[config.mk]
export PLATFORM = sky130hd
export DESIGN_NAME = zeroing_status_and_unit_select_regs
export DESIGN_NICKNAME = d
export VERILOG_FILES = /design/src/rtl/zeroing_unit_pkg.sv /design/src/rtl/zeroing_status_and_unit_select_regs.sv
export VERILOG_INCLUDE_DIRS = /design/src /design/src/rtl
export SDC_FILE = /design/constraint.sdc
export NUM_CORES = 1
export LEC_CHECK = 0
export BUFFER_PORTS_ARGS = -buffer_cell sky130_fd_sc_hd__buf_2
export CORE_MARGIN = 2
export CORE_UTILIZATION = 23
export CTS_CLUSTER_SIZE = 14
export DETAILED_ROUTE_END_ITERATION = 10
export HOLD_SLACK_MARGIN = 0.12
export PLACE_DENSITY = 0.45
export RECOVER_POWER = 50
export SLEW_MARGIN = 20
export SYNTH_ARGS = -nofsm -noshare
export SYNTH_HDL_FRONTEND = slang
export SYNTH_SLANG_ARGS = --single-unit
[constraint.sdc]
create_clock -name clk -period 3.2 [get_ports clk]
set_clock_uncertainty 0.05 [all_clocks]
set_input_delay 0.16 -clock clk [delete_from_list [all_inputs] [get_ports clk]]
set_output_delay 0.16 -clock clk [all_outputs]
set_load 0.02 [all_outputs]
[src/rtl/zeroing_unit_regs.svh]
/*
  Register addresses, reset values, unit codes and zeroing limits of the
  zeroing status and unit selection register bank.
  Assumes 16-bit register addressing; every 32-bit value spans two addresses.
*/
`ifndef ZEROING_UNIT_REGS_SVH
`define ZEROING_UNIT_REGS_SVH

// ----------------------------------------------------------------------------
// Register base addresses (even address holds the upper half)
// ----------------------------------------------------------------------------
`define ADDR_ZERO_TEMP_CORRECTION_FACTOR 16'h4700
`define ADDR_CURRENT_ZERO_OFFSET 16'h4702
`define ADDR_ZEROING_INTERIM_PHASE 16'h4704
`define ADDR_ZEROING_PROGRESS_COUNT 16'h4706
`define ADDR_PREVIOUS_ZERO_OFFSET 16'h4708
`define ADDR_TEMP_UNIT_SELECT 16'h6100
`define ADDR_PRESS_UNIT_SELECT 16'h6102
`define ADDR_WEIGHT_UNIT_SELECT 16'h6104
`define ADDR_WEIGHT_RATE_UNIT_SELECT 16'h6106

// ----------------------------------------------------------------------------
// Reset values
// ----------------------------------------------------------------------------
`define RST_TEMP_UNIT_SELECT 32'h0000_03e9
`define RST_PRESS_UNIT_SELECT 32'h0000_0470
`define RST_WEIGHT_UNIT_SELECT 32'h0000_0440
`define RST_WEIGHT_RATE_UNIT_SELECT 32'h0000_052b

// ----------------------------------------------------------------------------
// Unit codes
// ----------------------------------------------------------------------------
`define UNIT_EXT_BASE 32'h0000_9c40
`define TEMP_KELVIN 32'h0000_03e8
`define TEMP_RANKINE 32'h0000_03eb
`define PRESS_PASCAL 32'h0000_046a
`define PRESS_KPA 32'h0000_046d
`define PRESS_HPA 32'h0000_0470
`define PRESS_BAR 32'h0000_0471
`define PRESS_MBAR 32'h0000_0472
`define PRESS_TORR 32'h0000_0473
`define PRESS_PSIA 32'h0000_0475
`define WEIGHT_KG 32'h0000_0440
`define WEIGHT_G 32'h0000_0441
`define WEIGHT_MG 32'h0000_0442
`define WEIGHT_TONNE 32'h0000_0444
`define WEIGHT_OUNCE 32'h0000_0445
`define WEIGHT_POUND 32'h0000_0446
`define WEIGHT_SHORT_TON 32'h0000_0447
`define WEIGHT_MT_EXT 32'h0000_9c41
`define RATE_STD_FIRST 32'h0000_0526
`define RATE_STD_LAST 32'h0000_0539
`define RATE_EXT_FIRST 32'h0000_a410
`define RATE_EXT_LAST 32'h0000_a412

// ----------------------------------------------------------------------------
// Zeroing sample count limits
// ----------------------------------------------------------------------------
`define ZERO_SAMPLES_MIN 11'h001
`define ZERO_SAMPLES_MAX 11'h400
`define ZERO_SAMPLES_DEF 11'h1f4

`endif

[src/rtl/zeroing_unit_pkg.sv]
/*
  Types of the zeroing status and unit selection register bank.
  Assumes the constants header is included by the users of this package.
*/
package zeroing_unit_pkg;

  typedef enum logic [1:0] {
    ZS_IDLE = 2'b00,
    ZS_RUN = 2'b01,
    ZS_FINISH = 2'b11
  } zero_phase_e;

  typedef struct packed {
    zero_phase_e st;
    logic [10:0] progress;
    logic [31:0] interim;
    logic [31:0] cur_zero;
    logic [31:0] prev_zero;
    logic [31:0] final_phase;
    logic final_load;
    logic [3:0][31:0] units;
    logic [15:0] pend_hi;
    logic [15:0] rdata;
    logic rvalid;
    logic rerr;
  } bank_state_s;

endpackage

[src/rtl/zeroing_status_and_unit_select_regs.sv]
/*
  Zeroing status registers and unit selection registers of a flow
  transmitter, reached through a 16-bit register port as a field master sees it.
  Assumes all inputs come from logic on clk, and that a fieldbus front end
  turns master requests into single-cycle read and write strobes.
*/
// Overview of operation
// - Temperature corrected zero factor, read only
// - Current zero point readable, 8 ns units
// - Interim phase shown while zeroing runs
// - Final phase moved to holding register
// - Progress register reads zero when done
// - Nonzero downcounter while running, decrements per sample
// - Prior zero point kept before replacement
// - Temperature codes 1000 to 1003 accepted
// - Temperature defaults to Celsius
// - Seven pressure codes accepted
// - Pressure defaults to hectopascal
// - Eight mass codes accepted
// - Mass defaults to kilogram
// - Mass flow codes 1318-1337, 42000-42002 accepted
// - Non-standard units coded above 40000
// - Sample count 1 to 1024, default 500
`timescale 1ns/100ps
`include "zeroing_unit_regs.svh"

module zeroing_status_and_unit_select_regs
  import zeroing_unit_pkg::*;
#(
  parameter logic [10:0] SAMPLES_MAX = `ZERO_SAMPLES_MAX,
  parameter logic [10:0] SAMPLES_DEF = `ZERO_SAMPLES_DEF
) (
  input wire logic clk,
  input wire logic reset,
  input wire logic [15:0] reg_addr,
  input wire logic reg_rd,
  input wire logic reg_wr,
  input wire logic [15:0] reg_wdata,
  output logic [15:0] reg_rdata,
  output logic reg_rvalid,
  output logic reg_err,
  input wire logic [31:0] temp_factor_in,
  input wire logic [10:0] zeroing_sample_total,
  input wire logic zero_start,
  input wire logic sample_tick,
  input wire logic [31:0] phase_in,
  output logic zeroing_busy,
  output logic [31:0] zero_offset,
  output logic [31:0] final_phase,
  output logic final_phase_load,
  output logic [31:0] temp_unit_select,
  output logic [31:0] press_unit_select,
  output logic [31:0] weight_unit_select,
  output logic [31:0] weight_rate_unit_select
);

  // --------------------------------------------------------------------------
  // Decoding
  // --------------------------------------------------------------------------
  localparam logic [3:0] IDX_NONE = 4'hf;
  localparam logic [3:0] IDX_FIRST_UNIT = 4'h5;

  // Maps a register address to its slot; the low bit picks the half
  function automatic logic [3:0] reg_slot(input logic [15:0] addr);
    logic [15:0] base;
    base = {addr[15:1], 1'b0};
    unique case (base)
      `ADDR_ZERO_TEMP_CORRECTION_FACTOR: reg_slot = 4'h0;
      `ADDR_CURRENT_ZERO_OFFSET: reg_slot = 4'h1;
      `ADDR_ZEROING_INTERIM_PHASE: reg_slot = 4'h2;
      `ADDR_ZEROING_PROGRESS_COUNT: reg_slot = 4'h3;
      `ADDR_PREVIOUS_ZERO_OFFSET: reg_slot = 4'h4;
      `ADDR_TEMP_UNIT_SELECT: reg_slot = 4'h5;
      `ADDR_PRESS_UNIT_SELECT: reg_slot = 4'h6;
      `ADDR_WEIGHT_UNIT_SELECT: reg_slot = 4'h7;
      `ADDR_WEIGHT_RATE_UNIT_SELECT: reg_slot = 4'h8;
      default: reg_slot = IDX_NONE;
    endcase
  endfunction

  // Legal codes per unit register: 0 temp, 1 pressure, 2 mass, 3 mass flow
  function automatic logic unit_ok(input logic [1:0] sel, input logic [31:0] code);
    logic ext;
    ext = code > `UNIT_EXT_BASE;
    unique case (sel)
      2'h0: unit_ok = code >= `TEMP_KELVIN && code <= `TEMP_RANKINE;
      2'h1: unit_ok = code inside {`PRESS_PASCAL, `PRESS_KPA, `PRESS_HPA, `PRESS_BAR,
                                   `PRESS_MBAR, `PRESS_TORR, `PRESS_PSIA};
      2'h2: unit_ok = ext ? code == `WEIGHT_MT_EXT
                          : code inside {`WEIGHT_KG, `WEIGHT_G, `WEIGHT_MG, `WEIGHT_TONNE,
                                         `WEIGHT_OUNCE, `WEIGHT_POUND, `WEIGHT_SHORT_TON};
      2'h3: unit_ok = ext ? code >= `RATE_EXT_FIRST && code <= `RATE_EXT_LAST
                          : code >= `RATE_STD_FIRST && code <= `RATE_STD_LAST;
    endcase
  endfunction

  // --------------------------------------------------------------------------
  // State
  // --------------------------------------------------------------------------
  localparam bank_state_s RESET_S = '{
    st: ZS_IDLE,
    progress: 11'h000,
    interim: 32'h0000_0000,
    cur_zero: 32'h0000_0000,
    prev_zero: 32'h0000_0000,
    final_phase: 32'h0000_0000,
    final_load: 1'b0,
    units: {`RST_WEIGHT_RATE_UNIT_SELECT, `RST_WEIGHT_UNIT_SELECT,
            `RST_PRESS_UNIT_SELECT, `RST_TEMP_UNIT_SELECT},
    pend_hi: 16'h0000,
    rdata: 16'h0000,
    rvalid: 1'b0,
    rerr: 1'b0
  };

  bank_state_s s_r;
  bank_state_s s_nxt;
  logic [3:0] slot;
  logic [31:0] read_word;
  logic [31:0] wr_code;
  logic [1:0] unit_sel;
  logic [10:0] seed_cnt;
  logic unit_commit;

  assign slot = reg_slot(reg_addr);
  assign unit_sel = 2'(slot - IDX_FIRST_UNIT);
  assign wr_code = {s_r.pend_hi, reg_wdata};
  assign unit_commit = reg_wr && !reg_rd && slot >= IDX_FIRST_UNIT && slot != IDX_NONE && reg_addr[0];

  // Out-of-range totals fall back to the default rather than stall zeroing
  assign seed_cnt = (zeroing_sample_total < `ZERO_SAMPLES_MIN || zeroing_sample_total > SAMPLES_MAX)
                    ? SAMPLES_DEF : zeroing_sample_total;

  // --------------------------------------------------------------------------
  // Read word selection
  // --------------------------------------------------------------------------
  always_comb begin
    unique case (slot)
      4'h0: read_word = temp_factor_in;
      4'h1: read_word = s_r.cur_zero;
      4'h2: read_word = s_r.interim;
      4'h3: read_word = {21'h0, s_r.progress};
      4'h4: read_word = s_r.prev_zero;
      4'h5, 4'h6, 4'h7, 4'h8: read_word = s_r.units[unit_sel];
      default: read_word = 32'h0000_0000;
    endcase
  end

  // --------------------------------------------------------------------------
  // Next state
  // --------------------------------------------------------------------------
  always_comb begin
    s_nxt = s_r;
    s_nxt.rvalid = 1'b0;
    s_nxt.rerr = 1'b0;
    s_nxt.final_load = 1'b0;

    // Zeroing sequencer
    unique case (s_r.st)
      ZS_IDLE: begin
        if (zero_start) begin
          s_nxt.progress = seed_cnt;
          s_nxt.st = ZS_RUN;
        end
      end
      ZS_RUN: begin
        if (sample_tick) begin
          s_nxt.interim = phase_in;
          s_nxt.progress = 11'(s_r.progress - 11'h001);
          if (s_r.progress == 11'h001) begin
            s_nxt.st = ZS_FINISH;
          end
        end
      end
      ZS_FINISH: begin
        s_nxt.prev_zero = s_r.cur_zero;
        s_nxt.cur_zero = s_r.interim;
        s_nxt.final_phase = s_r.interim;
        s_nxt.final_load = 1'b1;
        s_nxt.st = ZS_IDLE;
      end
      default: s_nxt.st = ZS_IDLE;
    endcase

    // Register port; a read and a write in one cycle are both refused
    if (reg_rd && reg_wr) begin
      s_nxt.rerr = 1'b1;
    end else if (reg_rd) begin
      s_nxt.rvalid = 1'b1;
      s_nxt.rerr = slot == IDX_NONE;
      s_nxt.rdata = reg_addr[0] ? read_word[15:0] : read_word[31:16];
    end else if (reg_wr) begin
      if (slot == IDX_NONE || slot < IDX_FIRST_UNIT) begin
        s_nxt.rerr = 1'b1;
      end else if (!reg_addr[0]) begin
        // Upper half waits for the lower half so no torn code is ever live
        s_nxt.pend_hi = reg_wdata;
      end else if (unit_ok(unit_sel, wr_code)) begin
        s_nxt.units[unit_sel] = wr_code;
      end else begin
        s_nxt.rerr = 1'b1;
      end
    end
  end

  always_ff @(posedge clk) begin
    if (reset) begin
      s_r <= RESET_S;
    end else begin
      s_r <= s_nxt;
    end
  end

  // --------------------------------------------------------------------------
  // Outputs
  // --------------------------------------------------------------------------
  assign reg_rdata = s_r.rdata;
  assign reg_rvalid = s_r.rvalid;
  assign reg_err = s_r.rerr;
  assign zeroing_busy = s_r.st != ZS_IDLE;
  assign zero_offset = s_r.cur_zero;
  assign final_phase = s_r.final_phase;
  assign final_phase_load = s_r.final_load;
  assign temp_unit_select = s_r.units[0];
  assign press_unit_select = s_r.units[1];
  assign weight_unit_select = s_r.units[2];
  assign weight_rate_unit_select = s_r.units[3];

  // --------------------------------------------------------------------------
  // Checks
  // --------------------------------------------------------------------------
  a_progress_idle_zero:
    assert property (@(posedge clk) disable iff (reset) s_r.st == ZS_IDLE |-> s_r.progress == 11'h000)
    else $error("progress count not zero while idle");

  a_progress_run_nonzero:
    assert property (@(posedge clk) disable iff (reset) s_r.st == ZS_RUN |-> s_r.progress != 11'h000)
    else $error("progress count zero while zeroing runs");

  a_progress_step:
    assert property (@(posedge clk) disable iff (reset)
      s_r.st == ZS_RUN && sample_tick |=> s_r.progress == 11'($past(s_r.progress) - 11'h001))
    else $error("progress count did not step down by one");

  a_seed_count:
    assert property (@(posedge clk) disable iff (reset)
      s_r.st == ZS_IDLE && zero_start |=> s_r.st == ZS_RUN && s_r.progress == $past(seed_cnt)
        && s_r.progress >= `ZERO_SAMPLES_MIN && s_r.progress <= SAMPLES_MAX)
    else $error("zeroing did not start with the sample total");

  a_interim_track:
    assert property (@(posedge clk) disable iff (reset)
      s_r.st == ZS_RUN && sample_tick |=> s_r.interim == $past(phase_in))
    else $error("interim phase not taken from sample");

  a_final_transfer:
    assert property (@(posedge clk) disable iff (reset)
      s_r.st == ZS_RUN && sample_tick && s_r.progress == 11'h001
        |=> ##1 final_phase_load && final_phase == $past(s_r.interim) && !zeroing_busy)
    else $error("final phase not transferred at end of zeroing");

  a_prior_kept:
    assert property (@(posedge clk) disable iff (reset)
      s_r.st == ZS_FINISH |=> s_r.prev_zero == $past(s_r.cur_zero) && zero_offset == $past(s_r.interim))
    else $error("prior zero point not kept on replacement");

  a_unit_reject:
    assert property (@(posedge clk) disable iff (reset)
      unit_commit && !unit_ok(unit_sel, wr_code) |=> s_r.units == $past(s_r.units) && reg_err)
    else $error("illegal unit code was not rejected");

  a_unit_accept:
    assert property (@(posedge clk) disable iff (reset)
      unit_commit && unit_ok(unit_sel, wr_code) |=> s_r.units[$past(unit_sel)] == $past(wr_code) && !reg_err)
    else $error("legal unit code was not stored");

  a_units_legal:
    assert property (@(posedge clk) disable iff (reset)
      unit_ok(2'h0, temp_unit_select) && unit_ok(2'h1, press_unit_select)
        && unit_ok(2'h2, weight_unit_select) && unit_ok(2'h3, weight_rate_unit_select))
    else $error("a unit selection holds an illegal code");

  a_reset_defaults:
    assert property (@(posedge clk) $past(reset) |-> temp_unit_select == `RST_TEMP_UNIT_SELECT
      && press_unit_select == `RST_PRESS_UNIT_SELECT && weight_unit_select == `RST_WEIGHT_UNIT_SELECT
      && weight_rate_unit_select == `RST_WEIGHT_RATE_UNIT_SELECT)
    else $error("unit selections not at defaults after reset");

  a_read_factor:
    assert property (@(posedge clk) disable iff (reset)
      reg_rd && !reg_wr && reg_addr == `ADDR_ZERO_TEMP_CORRECTION_FACTOR
        |=> reg_rvalid && reg_rdata == $past(temp_factor_in[31:16]))
    else $error("correction factor upper half misread");

  a_clash_refused:
    assert property (@(posedge clk) disable iff (reset)
      reg_rd && reg_wr |=> reg_err && !reg_rvalid && s_r.units == $past(s_r.units)
        && s_r.pend_hi == $past(s_r.pend_hi))
    else $error("read and write together were not refused");

  a_unmapped_read:
    assert property (@(posedge clk) disable iff (reset)
      reg_rd && !reg_wr && slot == IDX_NONE |=> reg_rvalid && reg_err && reg_rdata == 16'h0000)
    else $error("unmapped read not flagged");

  a_status_write:
    assert property (@(posedge clk) disable iff (reset)
      reg_wr && !reg_rd && slot < IDX_FIRST_UNIT |=> reg_err && s_r.units == $past(s_r.units))
    else $error("write to a read-only register not refused");

  a_units_hold:
    assert property (@(posedge clk) disable iff (reset)
      !unit_commit |=> s_r.units == $past(s_r.units))
    else $error("unit selection changed without a commit");

  a_rdata_hold:
    assert property (@(posedge clk) disable iff (reset)
      !(reg_rd && !reg_wr) |=> $stable(reg_rdata) && !reg_rvalid)
    else $error("read data changed without a read");

  a_zero_hold:
    assert property (@(posedge clk) disable iff (reset)
      s_r.st != ZS_FINISH |=> $stable(zero_offset))
    else $error("zero point changed outside a zeroing finish");

  a_prior_hold:
    assert property (@(posedge clk) disable iff (reset)
      s_r.st != ZS_FINISH |=> $stable(s_r.prev_zero))
    else $error("previous zero point changed outside a zeroing finish");

  a_interim_hold:
    assert property (@(posedge clk) disable iff (reset)
      !(s_r.st == ZS_RUN && sample_tick) |=> $stable(s_r.interim))
    else $error("interim phase changed without a sample");

  a_progress_hold:
    assert property (@(posedge clk) disable iff (reset)
      s_r.st == ZS_RUN && !sample_tick |=> $stable(s_r.progress) && s_r.st == ZS_RUN)
    else $error("progress count moved without a sample");

  a_final_pulse:
    assert property (@(posedge clk) disable iff (reset)
      final_phase_load |=> !final_phase_load && $stable(final_phase))
    else $error("final phase load held longer than one cycle");

endmodule

==> results of run 1 <==
## state kept, by name, indices dropped and copies added, names as in the netlist, 16 cells and up
name,flops
s_r,93
final_phase,32
press_unit_select,32
temp_unit_select,32
weight_rate_unit_select,32
weight_unit_select,32
reg_rdata,16
## stage by stage
| step | setup TNS, ns | power [mW] | setup slack, ns | cell area (um^2) | hold WS (ns) |
|---|---|---|---|---|---|
| after global routing | 0 | 8.41 | 0.0337 | 17100 | 0.228 |
| after detailed placement | -26.18 | 4.04 | -0.623 | 15400 | 0.358 |
| after floorplan | 0 | 3.80 | 0.000121 | 14000 | 0.246 |
| final | 0 | 8.10 | 0.191 | 17100 | 0.204 |
| after CTS | 0 | 8.23 | 0.00811 | 17400 | 0.143 |
| after global placement | -19.35 | 4.04 | -0.627 | 15400 | 0.356 |
## where the power goes
| group | leakage, nW | switching, mW | total (mW) | internal (mW) |
|---|---|---|---|---|
| registers | 2.20 | 0.0421 | 3.46 | 3.42 |
| clock network | 0.569 | 1.56 | 4.05 | 2.49 |
| logic | 3.92 | 0.337 | 0.586 | 0.249 |
## cell usage after synthesis (4+ instances only)
library cell,count
a222oi_1,22
mux4_2,32
ha_1,8
nor3b_1,4
a211oi_1,12
o211ai_1,15
a21oi_1,124
and3_1,72
buf_2,8
a32oi_1,9
o21a_1,7
and2_1,5
a22oi_1,8
nor4_1,11
or2_2,6
nor2b_1,5
o22ai_1,4
nor2_1,78
a41o_1,13
nand4_1,9
o21ai_1,6
a221oi_1,22
nand3_1,19
o31ai_1,10
o21ai_0,45
buf_4,211
nor3_1,14
nand2_1,270
clkbuf_1,99
dfxtp_1,272
mux2i_1,74
a31oi_1,9
buf_1,6
a22o_1,9
inv_1,25
nand3b_1,4
nand2b_1,5
## worst paths after layout
| kind | start | to | slack [ns] | cells past startpoint |
|---|---|---|---|---|
| worst min-delay path | temp_factor_in[20] | reg_rdata[4] | 0.20 | 5 |
| worst max register to register | s_r[303] | s_r[299] | 0.31 | 6 |
| worst min register to register | s_r[211] | s_r[211] | 0.41 | 2 |
| worst max-delay path | reg_addr[7] | reg_rdata[3] | 0.19 | 15 |
## timing repair
item / CTS / global route
hold buffers: 77 / 0
resized for setup: 2 / 6
setup endpoints to repair: 4 / 6
hold endpoints to repair: 120 / 0
setup buffers: 0 / 0
## area by class of cell
| class | count | area [um^2] | share of cell area, % |
|---|---|---|---|
| multi-input combinational | 983 | 6420 | 37.5 |
| sequential | 272 | 5450 | 31.8 |
| timing repair buffer | 499 | 3030 | 17.7 |
| clock buffer | 53 | 1050 | 6.10 |
| tap | 782 | 978 | 5.71 |
| clock inverter | 8 | 118 | 0.686 |
| inverter | 25 | 95.1 | 0.555 |
| antenna | 4 | 10.0 | 0.0584 |
## per-layer routing
metal	vias up	share of wire (%)	global-route usage (%)
met5	-	0.042	0
met4	4	3.0	5.85
met3	77	6.3	3.75
met2	458	45	26.6
met1	6057	46	23.1
li1	5950	-	-
## critical path: cells and delay by family
kind,cells,cell delay (ns)
buffers and inverters,6,0.83
AND/OR/NAND/NOR,5,1.20
AO/OA/AOI/OAI,3,0.91
adder cells (fa/ha/maj),1,0.24
## logic make-up (layout without fill, tap and decap cells)
| logic type | Yosys count | count (layout) |
|---|---|---|
| compound gates | 343 | 343 |
| fa+ha+maj | 8 | 8 |
| buf+inv | 353 | 585 |
| flops | 272 | 272 |
| mux | 106 | 106 |
| other cells | 0 | 4 |
| simple gates | 526 | 526 |
==> impl_metrics.csv, run 1 <==
group,metric,value,unit
routing,postRouteAntennaNets,0,
global_route,grt_usage,17.0,%
routing,vias,12500,
routing,finalWirelength,55100,um
sta,worst_margin_slew,1.59,ns
finish,num-fill-cells,6532,
yosys,yosys.area_share.adder,0.718,%
global_route,grt_antenna_before_repair,6,
global_route,largest_net_degree_at_the_start_of_global_routing,131,
clocking,cts_root_buffer,"clkbuf_16",
die,core,60100,um^2
routing,routed_wire_length_per_instance,21.0,um
routing,via_per_inst,4.78,
sta,finalSetupViolations,0,
yosys,synth_top_family_by_area,"simple AND/OR/NAND/NOR gates",
place,dp.cells,2484,
job,maxCapViolations,2,
place,hpwlAfterDp,40600,um
yosys,synth_seq_area_share,39.1,%
global_route,first_global_vias,12100,
sta,grt_setup_unrepaired,"no",
setup_path,setup.worst_path.start_class,"primary input",
sta,final.period_utilization,94.0,%
yosys,yosys_register_bits,272,
worst_hold_path,min-delay-path-class,"in -> reg",
yosys,synth_top_area_share,39.1,%
sta,drv_slew,196,
sta,final_hold_viol_count,0,
die,vertical_extent_of_the_die,250,um
finish,layout.cells.non_filler,2626,
clocking,cts_tree,"done",
clocking,tritoncts_num_sinks,272,
yosys,synth_area_leaders,"dfxtp_1 39%, buf_4 11%, nand2_1 7.3%",
finish,layout.core_utilization,28.5,%
clocking,clock_tree.buffer_depth,3,
pwr,total_leakage_power,6.68,nW
finish,post_route_cells_drive_above_1_share,17.9,%
global_route,global_route_wire_length_before_repair,80300,um
setup_path,cp-end-kind,"flop",
status,outcome,"complete, but fails checks",
yosys,complex_gate_fraction_of_the_synthesized_area,16.5,%
routing,drc,0,
yosys,mappedNetlistNets,1729,
yosys,synthXorXnorAreaFrac,0,%
finish,most_common_cell_after_layout_fill_and_taps_aside,"dfxtp_1",
finish,final_net_count,1937,
setup_path,timing.critical_path.arrival,3.35,ns
die,num_io_pins,325,
pwr,ir_worst_vdd,280,uV
die,die_x,250,um
yosys,synth_warnings,0,
yosys,ys_types,73,
sta,layout_min_cycle_time,3.01,ns
finish,layout_area_growth_over_synthesis,23.0,%
global_route,gr-total-overflow,0,
setup_path,critical_path_class,"in -> reg",
yosys,synth_top_flop_cell,"dfxtp_1",
finish,mostFrequentLayoutCells,"272 x dfxtp_1, 269 x nand2_1, 223 x clkbuf_1, 124 x a21oi_1, 111 x buf_2",
clocking,cts_buffer_count,35,
routing,detailedRoute.firstPassIterationCount,5,
die,initial_utilization,23.2,%
setup_path,critical_path.slowest_cell,"or4b_4",
die,std_cell_rows,90,
setup_path,wp_data_required,3.54,ns
sta,timing.slew.headroom,-5.95,%
clocking,htree_levels,2,
setup_path,critical_path_peak_fanout,16,
clocking,cts.clk_slew.worst_paths,0.06,ns
yosys,synthDominantAreaCellType,"dfxtp_1",
setup_path,cp_cell_instances,"buf_2, or4b_4, nor3_4, buf_12, nor2b_4, inv_2, ha_1, nor3_4, buf_4, nor4_1, buf_4, a32o_1, buf_12, a221oi_1, o21ai_0",
sta,fmaxAchievable,0.332,GHz
yosys,syn-mean-instance-area,8.67,um^2
clocking,clkLatencyLatePin,0.54,ns
setup_path,worst_path_largest_cell_delay,0.55,ns
status,violations_in_the_final_reports,"max-capacitance violations, max-slew violations",
yosys,post_synth_and_or_nand_nor_area_fraction,17.7,%
yosys,netlist_instances,1608,
yosys,synth_enable_flop_cells,0,
yosys,async_flop_share,0,%
place,port-buffer-count,324,
routing,initialDrtViolationCount,949,
yosys,synthMuxAreaShare,10.5,%
die,die_area,62600,um^2
pwr,power_density,472,nW/um^2
place,gp_routability_congestion,0.870,
yosys,syn-cell-area,13900,um^2
No activity file was read; power rests on OpenSTA's default activity.
==> run 2: changes to the inputs <==
--- a/config.mk
+++ b/config.mk
@@ -6,13 +6,14 @@
 export SDC_FILE = /design/constraint.sdc
 export NUM_CORES = 1
 export LEC_CHECK = 0
+export ABC_AREA = 1
 export BUFFER_PORTS_ARGS = -buffer_cell sky130_fd_sc_hd__buf_2
 export CORE_MARGIN = 2
 export CORE_UTILIZATION = 23
 export CTS_CLUSTER_SIZE = 14
 export DETAILED_ROUTE_END_ITERATION = 10
 export HOLD_SLACK_MARGIN = 0.12
-export PLACE_DENSITY = 0.45
+export PLACE_DENSITY = 0.44
 export RECOVER_POWER = 50
 export SLEW_MARGIN = 20
 export SYNTH_ARGS = -nofsm -noshare
==> run 2 against run 1 <==
The run now ends clean; via count is 24% higher; total power is 5.8% higher; synthesized area is 15% higher; count of clock-buffer cells in the layout is 3 lower; die area is 15% higher; worst setup slack better by 0.039 ns; combinational power is 30% higher; global-route usage hardly changed; final cell count is 38% higher; critical path depth is 3 higher; fmax is 1.3% higher; highest routed layer is now met4.
==> impl_metrics.csv, run 2 <==
group,metric,value,unit
clocking,clkLatencyLatePin,0.55,ns
yosys,ys_types,45,
die,vertical_extent_of_the_die,268,um
finish,layout.cells.non_filler,3630,
global_route,gr-total-overflow,0,
setup_path,crit_start,"reg_addr[8]",
die,num_io_pins,325,
routing,vias,15500,
global_route,first_global_vias,14700,
finish,max_flop_register,"s_r",
sta,drv_slew,0,
sta,layout_min_cycle_time,2.97,ns
global_route,grt_antenna_before_repair,0,
yosys,async_flop_share,0,%
routing,finalWirelength,62700,um
yosys,synthDominantAreaCellType,"dfxtp_1",
clocking,cts_tree,"done",
setup_path,cp-endpoint,"reg_rdata[11]",
setup_path,critical_path_class,"in -> reg",
yosys,synth_seq_area_share,33.9,%
finish,most_common_cell_after_layout_fill_and_taps_aside,"nand2_1",
yosys,synth.top_cells.by_count,"529 x nand2_1, 322 x inv_1, 322 x nor2_1, 305 x nand3_1, 272 x dfxtp_1",
finish,layout_area_growth_over_synthesis,20.4,%
routing,drc,0,
yosys,synth_top_area_share,33.9,%
global_route,largest_net_degree_at_the_start_of_global_routing,109,
place,hpwlAfterDp,45200,um
routing,initialDrtViolationCount,1074,
setup_path,crit-reg2reg-capture,"s_r[295]",
finish,num-fill-cells,7819,
setup_path,cp-end-kind,"flop",
yosys,yosys.area_share.adder,0.623,%
finish,largest_reg_flops,93,
pwr,power_density,444,nW/um^2
setup_path,timing.critical_path.arrival,3.34,ns
yosys,netlist_instances,2498,
clocking,tritoncts_num_sinks,272,
clocking,htree_levels,2,
yosys,mappedNetlistNets,2619,
clocking,clock_tree.buffer_depth,3,
sta,hold-worst-slack,0.111,ns
place,port-buffer-count,324,
sta,timing.slew.headroom,21.4,%
yosys,synth_enable_flop_cells,0,
setup_path,wp_data_required,3.57,ns
sta,final_hold_viol_count,0,
die,initial_utilization,23.3,%
routing,via_per_inst,4.27,
finish,finish.instance_area,19300,um^2
worst_hold_path,min-delay-path-class,"in -> reg",
yosys,synthXorXnorAreaFrac,0.164,%
job,maxCapViolations,0,
sta,finalSetupViolations,0,
yosys,synth_area_leaders,"dfxtp_1 34%, nand2_1 12%, buf_4 10%",
routing,detailedRoute.firstPassIterationCount,5,
yosys,synth.most_common_cell,"nand2_1",
finish,post_route_cells_drive_above_1_share,11.7,%
setup_path,r2r-start,"s_r[303]",
yosys,synth_warnings,0,
sta,fmaxAchievable,0.337,GHz
pwr,total_leakage_power,9.00,nW
routing,routed_wire_length_per_instance,17.3,um
die,die_x,268,um
finish,mostFrequentLayoutCells,"528 x nand2_1, 320 x inv_1, 319 x nor2_1, 305 x nand3_1, 272 x dfxtp_1",
setup_path,worst_r2r_setup_slack,0.64,ns
global_route,global_route_wire_length_before_repair,93300,um
sta,final.period_utilization,92.8,%
clocking,cts_buffer_count,37,
setup_path,worstRegToRegCells,9,
finish,final_net_count,2794,
global_route,grt_usage,17.0,%
pwr,ir_worst_vdd,314,uV
place,dp.cells,3463,
yosys,syn-cell-area,16100,um^2
die,core,68800,um^2
yosys,post_synth_and_or_nand_nor_area_fraction,35.8,%
yosys,syn-mean-instance-area,6.43,um^2
worst_hold_path,min_path_cells,7,
place,dpl-instance-area,17300,um^2
clocking,cts.clk_slew.worst_paths,0.06,ns
yosys,synth_top_family_by_area,"simple AND/OR/NAND/NOR gates",
finish,layout.core_utilization,28.1,%
setup_path,critical_path_peak_fanout,14,
die,std_cell_rows,96,
yosys,synth_top_flop_cell,"dfxtp_1",
yosys,synthMuxAreaShare,0,%
place,gp_routability_congestion,0.824,
yosys,yosys_register_bits,272,
setup_path,setup.worst_path.start_class,"primary input",
sta,worst_margin_slew,1.18,ns
status,outcome,"finished clean",
yosys,complex_gate_fraction_of_the_synthesized_area,7.56,%
clocking,cts_root_buffer,"clkbuf_16",
routing,postRouteAntennaNets,0,
die,die_area,71900,um^2
finish,num_antenna_cells,0,
## run 2: cell count changes in the layout (fill, tap and decap cells not counted), sizes merged, moves of 32 or more
cell	change
mux4	-32
mux2i	-74
and3	-71
inv	+319
a21oi	-62
buf	-34
nand2	+274
o21ai	+88
nand3	+292
nor2	+268
nand4	+59
## run 2: area by class of cell
class | instances | area (um^2) | share of cell area (%)
Tap cell | 931 | 1160 | 6.03
Clock inverter | 15 | 171 | 0.887
Timing Repair Buffer | 484 | 3060 | 15.8
Inverter | 345 | 1300 | 6.73
Sequential cell | 272 | 5450 | 28.2
Multi-Input combinational cell | 1533 | 7120 | 36.8
Clock buffer | 50 | 1070 | 5.52
## run 2: cell families (layout without fill, tap and decap cells)
group                    after synthesis  in the layout
buffers and inverters                693            894
AO/OA/AOI/OAI                        225            225
adder cells (fa/ha/maj)                8              8
flip-flops                           272            272
XOR/XNOR                               3              3
AND/OR/NAND/NOR                     1297           1297
## run 2: worst min-delay path by stage
stage                             startpoint            end  slack [ns]
after CTS                 temp_factor_in[14]  reg_rdata[14]        0.12
after detailed placement         phase_in[7]       s_r[266]        0.34
after global placement          phase_in[28]       s_r[287]        0.34
after floorplan                  phase_in[0]       s_r[259]        0.24
after global routing      temp_factor_in[19]   reg_rdata[3]        0.17
final                     temp_factor_in[14]  reg_rdata[14]        0.11
## run 2: power by group
group	internal [mW]	switching, mW
Combinational	0.287	0.475
Sequential	3.46	0.0719
Clock	2.58	1.70
Total	6.33	2.25
## run 2: stage by stage
step | TNS (ns) | setup slack, ns | power (mW)
6_report | 0 | 0.229 | 8.57
5_1_grt | -0.000833 | -0.000833 | 8.95
4_1_cts | 0 | 0.0504 | 8.73
3_5_place_dp | 0 | 0.00838 | 4.29
3_3_place_gp | 0 | 0.0640 | 4.29
2_1_floorplan | 0 | 0.151 | 4.02
## run 2: layer usage
metal | GRT usage, % | share of wire, %
met1 | 24.0 | 49
met2 | 27.4 | 45
met3 | 2.62 | 4.6
met4 | 3.55 | 1.4
met5 | 0 | 0
## run 2: repair_timing
item,4_1_cts,5_1_grt
gates resized for setup,0,7
setup endpoints to repair,0,7
hold buffers,97,0
setup buffers,0,4
endpoints found under the hold margin,114,0
## run 2: critical path, stage by stage
cell and delay [ns]:
buf_2 0.09, inv_1 0.05, nor2_2 0.15, nand2_2 0.12
nor2_2 0.17, nor2_1 0.05, nor2_1 0.17, nor2_4 0.09
nand2_4 0.07, nand4_1 0.20, ha_1 0.36, buf_12 0.18
o41ai_2 0.47, a21oi_4 0.11, buf_12 0.21, nand3_1 0.07
dlygate4sd3_1 0.54, a21oi_1 0.05
